File: config.mk
export PLATFORM = sky130hd
export DESIGN_NAME = rop_readout
export DESIGN_NICKNAME = d
export VERILOG_FILES = /design/src/hw/rop_pkg.sv /design/src/hw/rop_shift_if.sv /design/src/hw/rop_shifter.sv /design/src/hw/rop_readout.sv
export SDC_FILE = /design/constraint.sdc
export NUM_CORES = 1
export LEC_CHECK = 0
export ABC_CLOCK_PERIOD_IN_PS = 2700
export BUFFER_PORTS_ARGS = -buffer_cell sky130_fd_sc_hd__buf_2
export CAP_MARGIN = 20
export CORE_ASPECT_RATIO = 0.6
export CORE_MARGIN = 2
export CORE_UTILIZATION = 45
export DETAILED_ROUTE_END_ITERATION = 8
export GPL_TIMING_DRIVEN = 0
export SETUP_SLACK_MARGIN = 0.2
export SLEW_MARGIN = 20
export SYNTH_ARGS = -nofsm -noshare
export SYNTH_HDL_FRONTEND = slang
export SYNTH_SLANG_ARGS = --single-unit
File: constraint.sdc
create_clock -name core_clk_in -period 2.7 [get_ports core_clk_in]
set_input_delay 0.675 -clock core_clk_in [delete_from_list [all_inputs] [get_ports core_clk_in]]
set_output_delay 0.675 -clock core_clk_in [all_outputs]
set_load 0.05 [all_outputs]
File: src/hw/rop_pkg.sv
// shared constants for the conversion result readout port
package rop_pkg;
    localparam int RES_W = 16;
    localparam int CLK_PERIOD_NS = 10;
    // one successive-approximation bit decision, and the extra time of late bits
    localparam int SAR_STEP_NS = 30;
    localparam int SAR_STEP_CYC =
        (SAR_STEP_NS + CLK_PERIOD_NS - 1) / CLK_PERIOD_NS;
    localparam int SAR_LSB_EXTRA_NS = 20;
    localparam int SAR_LSB_EXTRA_CYC =
        (SAR_LSB_EXTRA_NS + CLK_PERIOD_NS - 1) / CLK_PERIOD_NS;
    localparam logic [4:0] SAR_SLOW_FROM_BIT = 5'h0C;
    // half period of the generated clock before division
    localparam int MSCLK_HALF_NS = 20;
    localparam int MSCLK_HALF_CYC =
        (MSCLK_HALF_NS + CLK_PERIOD_NS - 1) / CLK_PERIOD_NS;
    localparam int CNT_W = 8;
    localparam logic [4:0] LAST_BIT = 5'h0F;
    localparam logic [4:0] ALL_BITS = 5'h10;
    localparam logic [RES_W-1:0] RESULT_RST = 16'h0000;
endpackage

File: src/hw/rop_shift_if.sv
// carrier between the readout control and the result shifter
`timescale 1ns/1ps
interface rop_shift_if;
    logic load;
    logic [15:0] load_word;
    logic shift;
    logic capture;
    logic chain_bit;
    logic msb;
    modport ctrl
    (
        output load, load_word, shift, capture, chain_bit,
        input msb
    );
    modport shifter
    (
        input load, load_word, shift, capture, chain_bit,
        output msb
    );
endinterface

File: src/hw/rop_shifter.sv
// result shift register with chained serial input
`timescale 1ns/1ps
module rop_shifter
    import rop_pkg::*;
#(
    parameter int W = 16
)
(
    input wire logic core_clk_in, // core clock
    input wire logic rst_n_in, // async reset, active low
    rop_shift_if.shifter sh // load, shift and chain controls
);
    typedef struct packed
    {
        logic [W-1:0] sr;
        logic pend;
    } rop_shifter_s;

    rop_shifter_s s_r;
    rop_shifter_s s_nxt;

    always_comb
    begin
        s_nxt = s_r;
        // chain bit is caught on the opposite edge, used on the next shift
        if (sh.capture)
        begin
            s_nxt.pend = sh.chain_bit;
        end
        if (sh.load)
        begin
            s_nxt.sr = sh.load_word;
            s_nxt.pend = 1'b0;
        end
        else if (sh.shift)
        begin
            s_nxt.sr = {s_r.sr[W-2:0], s_r.pend};
        end
    end

    always_ff @(posedge core_clk_in or negedge rst_n_in)
    begin
        if (!rst_n_in)
        begin
            s_r <= '0;
        end
        else
        begin
            s_r <= s_nxt;
        end
    end

    assign sh.msb = s_r.sr[W-1];
endmodule

File: src/hw/rop_readout.sv
// conversion timing and result readout over parallel or serial port
`timescale 1ns/1ps
module rop_readout
    import rop_pkg::*;
(
    input wire logic core_clk_in, // core clock, 100 MHz
    input wire logic rst_n_in, // async reset, active low
    input wire logic convert_start_n_in, // falling edge starts conversion
    input wire logic cs_n_in, // chip select, active low
    input wire logic rd_n_in, // read enable, active low
    input wire logic serial_parallel_select_in, // high: serial port
    input wire logic byte_order_select_in, // high: bytes swapped
    input wire logic clock_source_select_in, // high: host clock
    input wire logic read_during_convert_or_chain_in_in, // mode or chain
    input wire logic [1:0] clock_divider_select_in, // slows master clock in the read-after-conversion transfer
    input wire logic serial_invert_in, // inverts clock and sync out
    input wire logic ext_sclk_in, // host serial clock, sampled
    input wire logic [RES_W-1:0] sar_result_in, // coded result at end
    output logic busy_out, // conversion or master transfer running
    output logic [RES_W-1:0] data_out, // parallel data lines
    output logic data_oe_n_out, // low while data lines driven
    output logic serial_data_out_out, // serial result bit
    output logic serial_oe_n_out, // low while serial data driven
    output logic sclk_out, // generated serial clock
    output logic sclk_oe_n_out, // low while serial clock driven
    output logic sync_out, // serial data valid strobe
    output logic read_overrun_flag_out // one-cycle overrun pulse
);
    typedef enum logic [2:0]
    {
        ST_IDLE = 3'b001,
        ST_CONV = 3'b010,
        ST_XFER = 3'b100
    } rop_state_e;

    typedef struct packed
    {
        rop_state_e st;
        logic convert_start_n_d;
        logic sclk_d;
        logic sclk_ok;
        logic [4:0] bit_cnt;
        logic [CNT_W-1:0] tick;
        logic busy;
        logic [RES_W-1:0] result;
        logic [RES_W-1:0] dout;
        logic dout_oe_n;
        logic serial_data_out;
        logic ser_oe_n;
        logic msclk;
        logic msync;
        logic sclk;
        logic sclk_oe_n;
        logic sync;
        logic rderr;
        logic [4:0] rd_cnt;
        logic rd_in_busy;
    } rop_readout_s;

    localparam rop_readout_s STATE_RST = '{
        st: ST_IDLE,
        convert_start_n_d: 1'b1,
        result: RESULT_RST,
        dout_oe_n: 1'b1,
        ser_oe_n: 1'b1,
        sclk_oe_n: 1'b1,
        default: '0
    };

    rop_readout_s s_r;
    rop_readout_s s_nxt;
    rop_shift_if sh();

    logic convert_start_n_fall;
    logic master;
    logic rdc;
    logic ser;
    logic gate;
    logic s_rise;
    logic s_fall;
    logic idle_out;
    logic [CNT_W-1:0] step_len;
    logic [CNT_W-1:0] m_half;

    rop_shifter #(
        .W(RES_W)
    ) u_shifter (
        .core_clk_in(core_clk_in),
        .rst_n_in(rst_n_in),
        .sh(sh)
    );

    always_comb
    begin
        s_nxt = s_r;
        s_nxt.rderr = 1'b0;
        sh.load = 1'b0;
        sh.load_word = sar_result_in;
        sh.shift = 1'b0;
        sh.capture = 1'b0;
        sh.chain_bit = 1'b0;
        master = ~clock_source_select_in;
        rdc = read_during_convert_or_chain_in_in;
        ser = serial_parallel_select_in;
        convert_start_n_fall = s_r.convert_start_n_d & ~convert_start_n_in;
        s_nxt.convert_start_n_d = convert_start_n_in;
        // host clock only counts while selected and read enabled
        gate = ~cs_n_in & ~rd_n_in & ser & ~master;
        // edge detection on the sampled clock works for any idle level
        // no edge until the pin has been sampled once after reset
        s_rise = gate & s_r.sclk_ok & ~s_r.sclk_d & ext_sclk_in;
        s_fall = gate & s_r.sclk_ok & s_r.sclk_d & ~ext_sclk_in;
        s_nxt.sclk_d = ext_sclk_in;
        s_nxt.sclk_ok = 1'b1;
        // late decisions settle longer, which stretches the paced clock
        step_len = CNT_W'(SAR_STEP_CYC);
        if (s_r.bit_cnt >= SAR_SLOW_FROM_BIT)
        begin
            step_len = CNT_W'(SAR_STEP_CYC + SAR_LSB_EXTRA_CYC);
        end
        m_half = CNT_W'(MSCLK_HALF_CYC) << clock_divider_select_in;

        // slave shifting; reads begun during busy lose the chain input
        if (s_rise)
        begin
            sh.shift = 1'b1;
            if (s_r.rd_cnt != ALL_BITS)
            begin
                s_nxt.rd_cnt = s_r.rd_cnt + 5'h01;
            end
            if (s_r.rd_cnt == 5'h00 && s_r.busy)
            begin
                s_nxt.rd_in_busy = 1'b1;
            end
        end
        if (s_fall)
        begin
            sh.capture = 1'b1;
        end
        if (~master && ~s_r.rd_in_busy)
        begin
            sh.chain_bit = read_during_convert_or_chain_in_in;
        end

        case (s_r.st)
            ST_IDLE:
            begin
                if (convert_start_n_fall)
                begin
                    s_nxt.st = ST_CONV;
                    s_nxt.busy = 1'b1;
                    s_nxt.bit_cnt = 5'h00;
                    s_nxt.tick = '0;
                    s_nxt.msync = master & rdc & ser;
                    if (master && rdc && ser)
                    begin
                        // an earlier read may have drained the shifter
                        sh.load_word = s_r.result;
                        sh.load = 1'b1;
                    end
                end
            end
            ST_CONV:
            begin
                s_nxt.tick = s_r.tick + CNT_W'(1);
                if (master && rdc && ser
                    && s_r.tick == (step_len >> 1) - CNT_W'(1))
                begin
                    s_nxt.msclk = 1'b1;
                end
                if (s_r.tick == step_len - CNT_W'(1))
                begin
                    s_nxt.tick = '0;
                    s_nxt.bit_cnt = s_r.bit_cnt + 5'h01;
                    if (master && rdc && ser)
                    begin
                        s_nxt.msclk = 1'b0;
                        sh.shift = 1'b1;
                    end
                    if (s_r.bit_cnt == LAST_BIT)
                    begin
                        // same coded word feeds both paths
                        s_nxt.result = sar_result_in;
                        sh.load = 1'b1;
                        s_nxt.rd_cnt = 5'h00;
                        s_nxt.rd_in_busy = 1'b0;
                        s_nxt.msync = 1'b0;
                        if (~master && ser && s_r.rd_in_busy
                            && s_r.rd_cnt != ALL_BITS)
                        begin
                            s_nxt.rderr = 1'b1;
                        end
                        if (master && ~rdc && ser)
                        begin
                            // busy covers the whole shift-out
                            s_nxt.st = ST_XFER;
                            s_nxt.bit_cnt = 5'h00;
                            s_nxt.msync = 1'b1;
                        end
                        else
                        begin
                            s_nxt.st = ST_IDLE;
                            s_nxt.busy = 1'b0;
                        end
                    end
                end
            end
            ST_XFER:
            begin
                s_nxt.tick = s_r.tick + CNT_W'(1);
                if (s_r.tick >= m_half - CNT_W'(1))
                begin
                    s_nxt.tick = '0;
                    s_nxt.msclk = ~s_r.msclk;
                    if (s_r.msclk)
                    begin
                        sh.shift = 1'b1;
                        s_nxt.bit_cnt = s_r.bit_cnt + 5'h01;
                        if (s_r.bit_cnt == LAST_BIT)
                        begin
                            s_nxt.st = ST_IDLE;
                            s_nxt.busy = 1'b0;
                            s_nxt.msync = 1'b0;
                        end
                    end
                end
            end
            default:
            begin
                s_nxt = STATE_RST;
            end
        endcase

        // output stage, one flop deep
        idle_out = cs_n_in | rd_n_in;
        if (byte_order_select_in)
        begin
            s_nxt.dout = {s_r.result[7:0], s_r.result[15:8]};
        end
        else
        begin
            s_nxt.dout = s_r.result;
        end
        s_nxt.dout_oe_n = idle_out | ser;
        s_nxt.ser_oe_n = idle_out | ~ser;
        s_nxt.sclk_oe_n = idle_out | ~ser | ~master;
        // bit changes a cycle after shift or load, so it holds across both edges except in 3-cycle paced steps
        s_nxt.serial_data_out = sh.msb;
        s_nxt.sclk = s_nxt.msclk ^ serial_invert_in;
        s_nxt.sync = s_nxt.msync ^ serial_invert_in;
    end

    always_ff @(posedge core_clk_in or negedge rst_n_in)
    begin
        if (!rst_n_in)
        begin
            s_r <= STATE_RST;
        end
        else
        begin
            s_r <= s_nxt;
        end
    end

    assign busy_out = s_r.busy;
    assign data_out = s_r.dout;
    assign data_oe_n_out = s_r.dout_oe_n;
    assign serial_data_out_out = s_r.serial_data_out;
    assign serial_oe_n_out = s_r.ser_oe_n;
    assign sclk_out = s_r.sclk;
    assign sclk_oe_n_out = s_r.sclk_oe_n;
    assign sync_out = s_r.sync;
    assign read_overrun_flag_out = s_r.rderr;
endmodule

==> flow_summary.ini <==
[drt]
vias = 3268
drtIter0Drc = 227
drc = 0
wl_per_cell_microns = 15.7
first_pass_iters = 4
wl_mm = 9.80
routed_via_density = 5.23
ant_nets = 0

[worst_setup_path]
crit_buf_inv = 2
arrival_ns = 2.60
r2r_setup_slack_ns = 0.34
r2r-end = s_r[56]$_DFFE_PN0P_
cpPeakStageDelay_ns = 0.33
cp.required_ns = 2.92
crit_family = compound AO/OA/AOI/OAI gates
crit_type = input pin to flop
critPathLaunchType = input pin
rr_worst_depth = 8
reg2reg_from = s_r[49]$_DFFE_PN0N_
cp_max_fo = 8
crit_chain = buf_2 > nor2_1 > ha_1 > a211o_1 > a211o_1 > a21boi_2 > or3_1 > buf_2 > nor2_1 > mux2_2
slowest_stage = a211o_1
worst_setup_path_end_kind = flop

[sta]
skew_ns = 0.00448
timing.slew.headroom_pct = 40.6
holdWs_ns = 0.296
min_period_ns = 2.38
drv_slew = 0
worst-slew-pin-transition_ns = 0.889
grt_setup_unrepaired = true
period_share_pct = 88.1
setup_viol = 0
max_freq_mhz = 421
fin_ws_ns = 0.323
timing.final.hold_violations = 0

[cells_and_area]
seqCellArea_sq_um = 2110
fillers = 819
multi_input_area_sq_um = 1890
finalInstanceArea_sq_um = 5050
final_nets = 529
drive_gt1_share_pct = 27.3
fin_util_pct = 55.1
diodes = 0
areaGrowthSynthToFinish_pct = 18.9

[pwr]
p_leak_nw = 2.59
p_total_w = 0.00449
power_density_nw_per_um2 = 890
ir_drop_v = 0.000366

[place]
io_buffers = 51
preCtsSetupSlack_ns = -0.0296
dpl-instance-area_sq_um = 4690
globalplace.congestion = 0.820
hpwl_mm = 7.09

[yosys]
postSynthNetCount = 463
synth_edf_count = 0
async_flop_share_pct = 100
synth_ff_type = dfrtp_1
synth_cell_types = 48
postSynthCellCount = 424
synth_top_area_share_pct = 46.6
synth_seq_area_share_pct = 49.7
yosys_warnings = 0
ys_ff_latch = 84
avgSynthCellArea_sq_um = 10.0
netlist_area_sq_um = 4240
synth_area_leaders = dfrtp_1 47%, nand2_1 5.9%, mux2i_1 4.7%
yosys.area.top_type = dfrtp_1

[die]
rows = 27
dieWidth_microns = 129
fp.dieArea_sq_um = 10200
initial_core_util_pct = 46.3
core_area_sq_um = 9160
die_h_microns = 79.2
io_pins = 53

[run_status]
outcome = finished, final reports clean

[cts]
cts_tree = done
clock_sinks = 84
clkLatencyLatePin_ns = 0.34
ctsLongestPathBuffers = 2
cts_hold_buffers = 0
clockRootBuffer = clkbuf_16
cts_buffers = 9
cts.clk_slew.worst_paths_ns = 0.06
ctsHtreeMaxLevel = 3

[grt]
antenna_found_initial = 0
grt_start_max_net_pins = 54
grt_pass1_wl_mm = 16.5
grtUsageTotal_pct = 21.0
overflow = 0
grt_pass1_vias = 3185

[worst_hold_path]
hold_path_class = input pin to asynchronous set/reset pin

[job]
maxCapViolations = 0
## layout make-up
type	instances	area share, %
flip-flops and latches	84	41.8
clock buffers	12	5.08
multi-input cells	291	37.4
plain buffers	36	4.51
clock inverters	4	0.942
well taps	130	3.22
inverters	13	0.967
repair buffers	55	6.10
## worst max path at each step
stage                               start  cells past startpoint                            end  slack (ns)
6_report       clock_divider_select_in[1]                     10            s_r[56]$_DFFE_PN0P_        0.32
5_1_grt               s_r[65]$_DFFE_PN0P_                      8  u_shifter.s_r[13]$_DFFE_PN0P_        0.20
4_1_cts               s_r[54]$_DFFE_PN0N_                      7            s_r[40]$_DFFE_PN0P_        0.23
3_5_place_dp   clock_divider_select_in[1]                     10            s_r[56]$_DFFE_PN0P_       -0.03
3_3_place_gp           convert_start_n_in                      8             sync_out$_DFF_PN0_      -0.008
2_1_floorplan  clock_divider_select_in[1]                      9            s_r[56]$_DFFE_PN0P_        0.28
## per-layer routing
metal	share of wire [%]	track usage (%)
met3	5.7	5.46
met2	38	27.1
met1	55	34.0
met5	0	0
met4	0.67	5.54
## cells in the final DEF, fill, tap and decap left out, types with 3 or more instances in the layout
cell type	Yosys	layout
a21o_1	3	3
a21oi_1	29	29
a22o_1	6	6
a22oi_1	16	16
a31oi_1	4	4
and2_1	4	4
and3_1	4	4
buf_2	9	58
buf_4	16	20
clkbuf_1	8	6
clkbuf_16	0	9
clkbuf_2	0	3
dfrtp_1	79	78
dfstp_2	5	5
ha_1	10	10
inv_1	13	13
mux2_2	17	17
mux2i_1	20	19
nand2_1	67	67
nand2b_1	7	7
nand3_1	29	29
nand3b_1	4	4
nand4_1	6	6
nor2_1	20	18
nor3b_1	6	6
o21ai_0	5	5
or3_1	4	4
xor2_1	4	4
## metrics by stage
step                      TNS [ns]  cells
after floorplan                  0    424
after global placement    -0.00774    605
after detailed placement   -0.0587    606
after CTS                        0    622
after global routing             0    625
final                            0    625
## power breakdown
part / leakage [nW] / switching [W] / internal, W / total, W
sequential: 1.10 / 0.000177 / 0.00153 / 0.00171
clock: 0.149 / 0.000490 / 0.000764 / 0.00125
combinational: 1.34 / 0.000951 / 0.000579 / 0.00153
## synthesized netlist by cell type (3+ instances only)
cell type,instances
a21o_1,3
a21oi_1,29
a22o_1,6
a22oi_1,16
a31oi_1,4
and2_1,4
and3_1,4
buf_2,9
buf_4,16
clkbuf_1,8
dfrtp_1,79
dfstp_2,5
ha_1,10
inv_1,13
mux2_2,17
mux2i_1,20
nand2_1,67
nand2b_1,7
nand3_1,29
nand3b_1,4
nand4_1,6
nor2_1,20
nor3_1,3
nor3b_1,6
o21ai_0,5
or3_1,4
xor2_1,4
## state kept, by name (all words and copies together) (netlist names)
signal	cells
s_r	43
data_out	16
u_shifter.s_r	16
busy_out	1
data_oe_n_out	1
read_overrun_flag_out	1
sclk_oe_n_out	1
sclk_out	1
serial_data_out_out	1
serial_oe_n_out	1
sync_out	1
u_shifter.sh.msb	1
## kinds of logic (layout without fill, tap and decap cells)
family	after synthesis	after routing	share of synthesized area (%)
AO/OA/AOI/OAI	76	76	11.9
XOR/XNOR	5	5	1.03
flip-flops	84	84	49.7
multiplexers	37	37	9.23
AND/OR/NAND/NOR	163	163	18.8
buffers and inverters	49	120	6.37
adder cells (fa/ha/maj)	10	10	2.95
## timing repair
action,in CTS,in global routing
gates resized for setup,3,10
buffers inserted,0,3
setup endpoints to repair,19,36
(Power assumes the default switching activity.)
